--- src/pkg/cbu_pkg.sv ---
// Shared constants, types and helpers of the conditional branch unit
`default_nettype none
package cbu_pkg;

   // ------------------------------------------------------------
   // Widths
   // ------------------------------------------------------------
   localparam int PC_W = 16;
   localparam int K_W = 7;
   localparam int SREG_W = 8;
   localparam int OP_W = 4;
   localparam int SEXT_W = PC_W - K_W;

   // ------------------------------------------------------------
   // Status flag positions
   // ------------------------------------------------------------
   localparam int FLAG_C = 0;
   localparam int FLAG_Z = 1;
   localparam int FLAG_N = 2;
   localparam int FLAG_V = 3;
   localparam int FLAG_S = 4;
   localparam int FLAG_H = 5;
   localparam int FLAG_T = 6;
   localparam int FLAG_I = 7;

   // ------------------------------------------------------------
   // Reset values and constants
   // ------------------------------------------------------------
   localparam logic [PC_W-1:0] PC_RESET = 16'h0000;
   localparam logic [PC_W-1:0] PC_STEP = 16'h0001;
   localparam logic [SREG_W-1:0] SREG_RESET = 8'h00;
   localparam int CYC_NOT_TAKEN = 1;
   localparam int CYC_TAKEN = 2;

   // ------------------------------------------------------------
   // Branch operations of the group
   // ------------------------------------------------------------
   typedef enum logic [OP_W-1:0] {
      CBU_OP_CARRY_CLEAR,
      CBU_OP_SAME_OR_HIGHER,
      CBU_OP_LOWER,
      CBU_OP_MINUS,
      CBU_OP_PLUS,
      CBU_OP_SIGNED_GE,
      CBU_OP_SIGNED_LT,
      CBU_OP_HALF_SET,
      CBU_OP_HALF_CLEAR,
      CBU_OP_TBIT_SET
   } cbu_op_t;

   localparam logic [OP_W-1:0] OP_LAST = 4'h9;

   // Sequencer states
   typedef enum logic [0:0] {
      CBU_ST_IDLE,
      CBU_ST_REFILL
   } cbu_state_t;

   // True for codes that belong to the group
   function automatic logic op_legal(input logic [OP_W-1:0] code);
      return code <= OP_LAST;
   endfunction : op_legal

   // Sign-extend the relative offset to program counter width
   function automatic logic [PC_W-1:0] sext_k(input logic [K_W-1:0] k);
      return {{SEXT_W{k[K_W-1]}}, k};
   endfunction : sext_k

endpackage : cbu_pkg
`default_nettype wire

--- src/rtl/cbu_cond_eval.sv ---
// Flag test of the conditional branch group
`timescale 1ns/1ps
`default_nettype none
module cbu_cond_eval (
   input wire logic [3:0] op_in,   // Branch operation code
   input wire logic [7:0] sreg_in, // Status flags
   output logic cond_out           // Branch condition holds
);

   // ------------------------------------------------------------
   // Condition select
   // ------------------------------------------------------------
   logic c_w;
   logic n_w;
   logic v_w;
   logic h_w;
   logic t_w;

   assign c_w = sreg_in[cbu_pkg::FLAG_C];
   assign n_w = sreg_in[cbu_pkg::FLAG_N];
   assign v_w = sreg_in[cbu_pkg::FLAG_V];
   assign h_w = sreg_in[cbu_pkg::FLAG_H];
   assign t_w = sreg_in[cbu_pkg::FLAG_T];

   // Illegal codes never branch, so a stray code cannot redirect fetch
   always_comb begin
      cond_out = 1'b0;
      unique case (cbu_pkg::cbu_op_t'(op_in))
         cbu_pkg::CBU_OP_CARRY_CLEAR: cond_out = ~c_w;
         cbu_pkg::CBU_OP_SAME_OR_HIGHER: cond_out = ~c_w;
         cbu_pkg::CBU_OP_LOWER: cond_out = c_w;
         cbu_pkg::CBU_OP_MINUS: cond_out = n_w;
         cbu_pkg::CBU_OP_PLUS: cond_out = ~n_w;
         cbu_pkg::CBU_OP_SIGNED_GE: cond_out = ~(n_w ^ v_w);
         cbu_pkg::CBU_OP_SIGNED_LT: cond_out = n_w ^ v_w;
         cbu_pkg::CBU_OP_HALF_SET: cond_out = h_w;
         cbu_pkg::CBU_OP_HALF_CLEAR: cond_out = ~h_w;
         cbu_pkg::CBU_OP_TBIT_SET: cond_out = t_w;
         default: cond_out = 1'b0;
      endcase
   end

endmodule : cbu_cond_eval
`default_nettype wire

--- src/rtl/cbu_target_adder.sv ---
// Branch target and fall-through address arithmetic
`timescale 1ns/1ps
`default_nettype none
module cbu_target_adder (
   input wire logic [15:0] pc_in,   // Program counter of the branch
   input wire logic [6:0] k_in,     // Signed word offset
   output logic [15:0] target_out,  // Taken address
   output logic [15:0] seq_out      // Fall-through address
);

   // ------------------------------------------------------------
   // Address sums
   // ------------------------------------------------------------
   // Wraps modulo the address space, as the fetch stage does
   assign target_out = pc_in + cbu_pkg::sext_k(k_in)
                       + cbu_pkg::PC_STEP;
   assign seq_out = pc_in + cbu_pkg::PC_STEP;

endmodule : cbu_target_adder
`default_nettype wire

--- src/rtl/cbu_branch_unit.sv ---
// Conditional branch unit: decode, flag test and program counter update
`timescale 1ns/1ps
`default_nettype none
module cbu_branch_unit (
   input wire logic clk_sys_in,       // Core clock, 50 MHz
   input wire logic rst_n_in,         // Synchronous reset, active low
   input wire logic req_valid_in,     // Branch instruction offered
   input wire logic [3:0] op_in,      // Branch operation code
   input wire logic [6:0] k_in,       // Signed word offset
   input wire logic [15:0] pc_in,     // Program counter of the branch
   input wire logic [7:0] sreg_in,    // Status flags from the core
   output logic req_ready_out,        // Unit can take an instruction
   output logic pc_load_out,          // Refill fetch from next_pc_out
   output logic [15:0] next_pc_out,   // Next program counter
   output logic done_out,             // Instruction completes
   output logic taken_out,            // Completed branch was taken
   output logic illegal_out,          // Code outside the group seen
   output logic [7:0] flags_out       // Status flags, never altered
);

   // ------------------------------------------------------------
   // Decode and arithmetic
   // ------------------------------------------------------------
   logic cond_w;
   logic legal_w;
   logic accept_w;
   logic [15:0] target_w;
   logic [15:0] seq_w;

   cbu_cond_eval u_cond (
      .op_in(op_in),
      .sreg_in(sreg_in),
      .cond_out(cond_w)
   );

   cbu_target_adder u_add (
      .pc_in(pc_in),
      .k_in(k_in),
      .target_out(target_w),
      .seq_out(seq_w)
   );

   // Request is taken only while idle
   assign legal_w = cbu_pkg::op_legal(op_in);
   assign accept_w = req_valid_in && req_ready_out;

   // ------------------------------------------------------------
   // Sequencer state
   // ------------------------------------------------------------
   cbu_pkg::cbu_state_t state_q;
   cbu_pkg::cbu_state_t state_d;
   logic pc_load_q;
   logic pc_load_d;
   logic [15:0] next_pc_q;
   logic [15:0] next_pc_d;
   logic done_q;
   logic done_d;
   logic taken_q;
   logic taken_d;
   logic illegal_q;
   logic illegal_d;
   logic [7:0] flags_q;
   logic [7:0] flags_d;

   // Next state: a taken branch holds the unit for one refill cycle
   always_comb begin
      state_d = state_q;
      pc_load_d = 1'b0;
      next_pc_d = next_pc_q;
      done_d = 1'b0;
      taken_d = 1'b0;
      illegal_d = 1'b0;
      flags_d = flags_q;
      unique case (state_q)
         cbu_pkg::CBU_ST_IDLE: begin
            if (accept_w && !legal_w) begin
               illegal_d = 1'b1;
            end else if (accept_w && cond_w) begin
               next_pc_d = target_w;
               pc_load_d = 1'b1;
               flags_d = sreg_in;
               state_d = cbu_pkg::CBU_ST_REFILL;
            end else if (accept_w) begin
               next_pc_d = seq_w;
               flags_d = sreg_in;
               done_d = 1'b1;
            end
         end
         cbu_pkg::CBU_ST_REFILL: begin
            // Second cycle: fetch restarts from the target
            done_d = 1'b1;
            taken_d = 1'b1;
            state_d = cbu_pkg::CBU_ST_IDLE;
         end
      endcase
   end

   // Registers of the sequencer
   always_ff @(posedge clk_sys_in) begin
      if (!rst_n_in) begin
         state_q <= cbu_pkg::CBU_ST_IDLE;
         pc_load_q <= 1'b0;
         next_pc_q <= cbu_pkg::PC_RESET;
         done_q <= 1'b0;
         taken_q <= 1'b0;
         illegal_q <= 1'b0;
         flags_q <= cbu_pkg::SREG_RESET;
      end else begin
         state_q <= state_d;
         pc_load_q <= pc_load_d;
         next_pc_q <= next_pc_d;
         done_q <= done_d;
         taken_q <= taken_d;
         illegal_q <= illegal_d;
         flags_q <= flags_d;
      end
   end

   // ------------------------------------------------------------
   // Outputs
   // ------------------------------------------------------------
   // Ready is combinational so a not-taken branch may follow at once
   assign req_ready_out = (state_q == cbu_pkg::CBU_ST_IDLE);
   assign pc_load_out = pc_load_q;
   assign next_pc_out = next_pc_q;
   assign done_out = done_q;
   assign taken_out = taken_q;
   assign illegal_out = illegal_q;
   assign flags_out = flags_q;

   // Independent model of the target address for the checks
   logic [15:0] exp_target_w;
   assign exp_target_w = pc_in + {{9{k_in[6]}}, k_in} + 16'h0001;

   // Instruction cycle counter, counts cycles since acceptance
   logic [1:0] cyc_q;
   logic [1:0] cyc_d;
   always_comb begin
      cyc_d = cyc_q;
      if (accept_w && legal_w) begin
         cyc_d = 2'h1;
      end else if (cyc_q != 2'h0 && cyc_q != 2'h3) begin
         cyc_d = cyc_q + 2'h1;
      end
   end
   always_ff @(posedge clk_sys_in) begin
      if (!rst_n_in) begin
         cyc_q <= 2'h0;
      end else begin
         cyc_q <= cyc_d;
      end
   end
endmodule : cbu_branch_unit
`default_nettype wire

--- config.mk ---
export PLATFORM = sky130hd
export DESIGN_NAME = cbu_branch_unit
export DESIGN_NICKNAME = d
export VERILOG_FILES = /design/src/pkg/cbu_pkg.sv /design/src/rtl/cbu_cond_eval.sv /design/src/rtl/cbu_target_adder.sv /design/src/rtl/cbu_branch_unit.sv
export SDC_FILE = /design/constraint.sdc
export NUM_CORES = 1
export LEC_CHECK = 0
export BUFFER_PORTS_ARGS = -buffer_cell sky130_fd_sc_hd__buf_2
export CORE_ASPECT_RATIO = 1.75
export CORE_MARGIN = 2
export CORE_UTILIZATION = 47
export DETAILED_ROUTE_END_ITERATION = 12
export PLACE_DENSITY = 0.77
export RECOVER_POWER = 100
export SETUP_SLACK_MARGIN = 0.2
export SLEW_MARGIN = 10
export SYNTH_ARGS = -nofsm -noshare
export SYNTH_HDL_FRONTEND = slang
export SYNTH_SLANG_ARGS = --single-unit
--- constraint.sdc ---
create_clock -name clk_sys_in -period 2.14 [get_ports clk_sys_in]
set_input_delay 0.321 -clock clk_sys_in [delete_from_list [all_inputs] [get_ports clk_sys_in]]
set_output_delay 0.321 -clock clk_sys_in [all_outputs]
set_load 0.01 [all_outputs]
After elaboration in Yosys (flattened, before gate mapping)

Cells that the tools add are included.

Register bits after elaboration: 29
Bits of input ports: 38
Output and inout port bits: 29
Logic and storage cells: 51

Add/subtract/negate cells: 3
$lt $le $gt $ge: 1
Equal/unequal tests: 9
Multiplexer cells: 14
Bitwise gates (word level): 8
Reductions and logical operators: 9

Operators with widths:

| cell                  | count |
|---|---|
| $add 16x1->16 const B | 2 |
| $mux 16               | 2 |
| $add 16x16->16        | 1 |
| $eq 4x3->1 const B    | 4 |
| $mux 8                | 2 |
| $pmux 1 s9            | 1 |
| $eq 4x2->1 const B    | 2 |
| $eq 4x4->1 const B    | 2 |
| $mux 1                | 7 |
| $not 1->1             | 7 |
| $eq 4x1->1 const B    | 1 |
| $le 4x4->1 const B    | 1 |
| $logic_not 4->1       | 1 |
| $pmux 1 s2            | 2 |
| $reduce_or 2->1       | 2 |
| $logic_and 1x1->1     | 3 |
| $reduce_and 3->1      | 1 |
| $reduce_bool 2->1     | 1 |
| $logic_not 1->1       | 1 |
| $xor 1x1->1           | 1 |

Depth between registers and ports, before layout

Depth in word-level cells: 7
Mapped depth: 10
Depth with buffers taken out: 10

Cells and area by module

A second synthesis with hierarchy kept.

Cells, all modules: 287
Area, all modules: 2427.3 µm²

Modules (own cells, without submodules):

| module           | instances | cells each | area each (µm²) | seq. area each (µm²) |
|---|---|---|---|---|
| cbu_branch_unit  | 1         | 122        | 1257.5          | 560.5 |
| cbu_target_adder | 1         | 149        | 1058.5          | 0.0 |
| cbu_cond_eval    | 1         | 16         | 111.4           | 0.0 |

Worst setup path after synthesis

Ideal clock, no wire load.

Kind: in2reg
Start: input port k_in[0]
End: register next_pc_q[14], in the netlist next_pc_out[14]
Library setup time: 0.134 ns
Arrival time: 2.108 ns
Required time: 2.006 ns
Setup slack: -0.102 ns
Stages: 10
Path buffers: 0
Path through: inv_1 ha_1 inv_1 fa_1 a21o_1 a311oi_1 nor2_1 a31o_2 xnor2_1 o221ai_1

Word-level cells in the longest chain between the ends: 3

RTL lines:

| item                   | RTL line               | RTL |
|---|---|---|
| start: declaration     | cbu_branch_unit.sv:9   | `input wire logic [6:0] k_in,` |
| $add 16x16->16         | -                      |  |
| $add 16x1->16          | cbu_target_adder.sv:16 | `+ cbu_pkg::PC_STEP;` |
| $mux 16                | cbu_branch_unit.sv:78  | `end else if (accept_w && cond_w) begin` |
| end signal: assignment | cbu_branch_unit.sv:103 | `next_pc_q <= cbu_pkg::PC_RESET;` |
| end signal: assignment | cbu_branch_unit.sv:111 | `next_pc_q <= next_pc_d;` |
| end: declaration       | cbu_branch_unit.sv:54  | `logic [15:0] next_pc_q;` |

No other way between the ends.
A chain may end at the register's enable or synchronous reset.

Final worst setup path

Start: input port pc_in[0]
End: register next_pc_q[14], in the netlist next_pc_out[14]

Word-level cells in the longest chain between the ends: 3

RTL lines:

| item                                                   | RTL line                                      | RTL |
|---|---|---|
| start: declaration                                     | cbu_branch_unit.sv:10                         | `input wire logic [15:0] pc_in,` |
| $add 16x16->16 / $add 16x1->16 (equally long branches) | -                                             |  |
| $add 16x1->16 / $mux 16 (equally long branches)        | cbu_target_adder.sv:16, cbu_branch_unit.sv:83 |  |
| $mux 16 (*)                                            | cbu_branch_unit.sv:78                         |  |

Every way passes the cells marked *; elsewhere a longest branch is shown, timed or not. The select of a mux whose other input is x is not followed.

==> qor.csv <==
stage;metric;value;unit
setup_path;crit-path leading delay family;compound AO/OA/AOI/OAI gates;
synthesis;post-synthesis compound-gate area fraction;0.255;
global_routing;largest net degree at the start of global routing;23;
clock_network;total CTS buffers;3;
setup_path;reg2reg path depth;5;
floorplanning;Die Y-Extent;95.0;um
setup_path;CP Capture Type;register;
timing;Period minus WS final;1970;ps
floorplanning;Core Region;0.00462;mm^2
floorplanning;width of the chip;56.0;um
cells_and_area;final instance area;0.00282;mm^2
synthesis;post-synthesis cell area;0.00222;mm^2
cells_and_area;Register Area;561;um^2
synthesis;Synth warnings;0;
clock_network;H-tree Lvls;1;
timing;Least-Margin Pin Slew;554;ps
clock_network;Bufs on Longest Clock Path;2;
run;Max-cap violations;0;
synthesis;simple-gate portion of the synthesized area;0.224;
clock_network;worst skew pair latency;260;ps
power;VDD IR max;0.486;mV
setup_path;CP Cell Sequence;buf_12, inv_12, ha_4, inv_2, fa_1, a21o_1, a311oi_2, nor2_1, a31o_2, xnor2_1, o221ai_1;
place;GPL Wtd Cong;0.920;
drt;drt first pass iters;4;
cells_and_area;most common cell after layout, fill and taps aside;nand2_1;
cells_and_area;fill count;456;
synthesis;Main synth FF type;dfxtp_1;
timing;Hold Slack;296;ps
global_routing;global-route wire length before repair;9.39;mm
setup_path;crit path max fanout;3;
drt;number of routed nets with antenna violations;0;
setup_path;Critical Path AT;2110;ps
place;Final HPWL DP;4.75;mm
synthesis;fraction of registers with async set/reset;0;
drt;number of remaining DRC errors;0;
cells_and_area;Final nets;424;
worst_hold_path;Hold WC Path Type;input pin to register;
synthesis;mux share of post-synthesis cell area;0.0371;
global_routing;number of global-route vias before repair;2189;
global_routing;Global Route Usage Sum;0.215;
floorplanning;I/O pins;67;
clock_network;root buf cell;clkbuf_8;
power;Design Power;1.45;mW
timing;final hold violation count;0;
place;Port Buffer Count;66;
cells_and_area;Area Overhead vs Synth;26.6;%
timing;Final Cycle Share;0.922;
cells_and_area;proportion of layout cells with a drive suffix above 1;0.212;
timing;worst clock skew;1.17;ps
cells_and_area;Inserted Diodes;0;
timing;relative max-transition margin;0.631;
setup_path;Startpoint Class;input pin;
drt;Vias/cell;5.60;
synthesis;number of synthesized flops with an enable pin;0;
setup_path;WP buf/inv;3;
timing;TNS Setup;0;ps
clock_network;CTS tree;yes;
floorplanning;Starting Density;0.481;
synthesis;post-synthesis sequential area ratio;0.252;
setup_path;Critical Path RT;2280;ps
clock_network;clk slew on worst S/H paths;90;ps
drt;routed len/inst;13.9;um
outcome;outcome;complete, no violations;
drt;vias;2350;
synthesis;#FFs+latches synth;28;
setup_path;max incr delay on CP;390;ps
synthesis;Yosys cell types;50;
synthesis;Post-Syn Instances;286;
drt;final WL;5.83;mm
drt;max layer used;met4;
floorplanning;Row Count;33;
timing;RSZ-0062 raised after global routing;yes;
drt;met3 WL post-DR;212;um
setup_path;critical path class;input pin to register;
global_routing;initial antenna violation count;0;
synthesis;Synth Area in XOR/XNOR;0.0984;
timing;Slew Limit Fails;0;
worst_hold_path;Worst Hold Depth;3;
cells_and_area;multi-input logic area;0.00162;mm^2
synthesis;Synth Area in Adders;0.0990;
setup_path;Worst path slowest cell;fa_1;
timing;Finish-stage setup viols;0;
synthesis;post-synth net total;341;
drt;routed wl met2;3.18;mm
setup_path;Crit path depth;11;
global_routing;total grt overflow;0;
drt;initial drt markers;69;
timing;fmax;507;MHz
power;power per cell area;515;mW/mm^2
setup_path;R2R Setup Slk;470;ps
floorplanning;die area;0.00532;mm^2
place;Area after DPL;0.00277;mm^2
power;Lkg Pwr;1.15;nW
drt;WL met1;2.34;mm
synthesis;largest family of logic cells by synthesized area;compound AO/OA/AOI/OAI gates;
clock_network;CTS sink cnt;28;
cells_and_area;most frequent cells in the layout;nand2_1, clkbuf_1, buf_2;
synthesis;Mapped Avg Cell Area;7.78;um^2
## cell type report
type / count / area share
Clock buffer: 4 / 0.0195
Inverter: 9 / 0.0182
Tap cell: 52 / 0.0231
Sequential cell: 28 / 0.199
Multi-Input combinational cell: 240 / 0.575
Timing Repair Buffer: 87 / 0.165
## power breakdown
group,switching (mW),total (mW),internal (mW)
combinational,0.305,0.555,0.250
clock,0.153,0.317,0.164
sequential,0.0191,0.578,0.559
## flip-flops by register name, summed over array words and instances, names as in the netlist
name         count
next_pc_out     16
taken_out        1
illegal_out      1
flags_out        8
done_out         1
state_q          1
## per-stage QoR
| step | utilization | worst slack (ps) | std cells |
|---|---|---|---|
| 6_report | 0.609 | 168 | 420 |
| 5_1_grt | 0.609 | 93.4 | 420 |
| 4_1_cts | 0.611 | 197 | 419 |
| 3_5_place_dp | 0.598 | -101 | 415 |
| 3_3_place_gp | 0.598 | -77.8 | 415 |
| 2_1_floorplan | - | 169 | 286 |
## cells in the mapped netlist (4+ instances only)
master | n | share of area
a31oi_1 | 4 | 0.011
a21oi_1 | 22 | 0.049
mux2i_1 | 6 | 0.027
nand4_1 | 5 | 0.014
clkbuf_1 | 8 | 0.013
dfxtp_1 | 28 | 0.25
nand3_1 | 17 | 0.038
ha_1 | 16 | 0.090
nand2_1 | 40 | 0.067
o21ai_0 | 19 | 0.043
inv_1 | 9 | 0.015
xor2_1 | 7 | 0.028
nor2_1 | 18 | 0.030
a21boi_0 | 8 | 0.027
nand2b_1 | 4 | 0.011
xnor2_1 | 18 | 0.071
## path summary, 6_finish.rpt
check                                   from         endpoint
worst max-delay path                pc_in[0]  next_pc_out[14]
worst min-delay path              sreg_in[7]     flags_out[7]
worst max register to register       state_q  next_pc_out[13]
worst min register to register  flags_out[2]     flags_out[2]
## per-layer routing
layer  vias to the layer above  global-route usage
li1                       1206                   -
met1                      1084               0.233
met2                        54               0.426
met3                         6             0.00950
met4                         0              0.0853
met5                         -                   0
## worst register-to-register path, stage by stage, from the launching register on
cell and delay [ps]:
dfxtp_1 360, nor2b_1 200, and2_0 230, clkbuf_1 300, nand3_2 200, o31ai_1 290
## timing repair
item,in CTS,in global routing
hold buffers,0,0
pin swaps,0,4
buffers inserted,0,1
setup endpoints to repair,2,5
resized for setup,1,14
## cells by family after synthesis
family / after synthesis
muxes: 8
and+or+nand+nor: 105
buffers and inverters: 18
adders and majority gates: 17
DFF: 28
xor gates and xnor gates: 25
AOI/OAI and AO/OA: 85
Power figures use the tool's default switching activity.
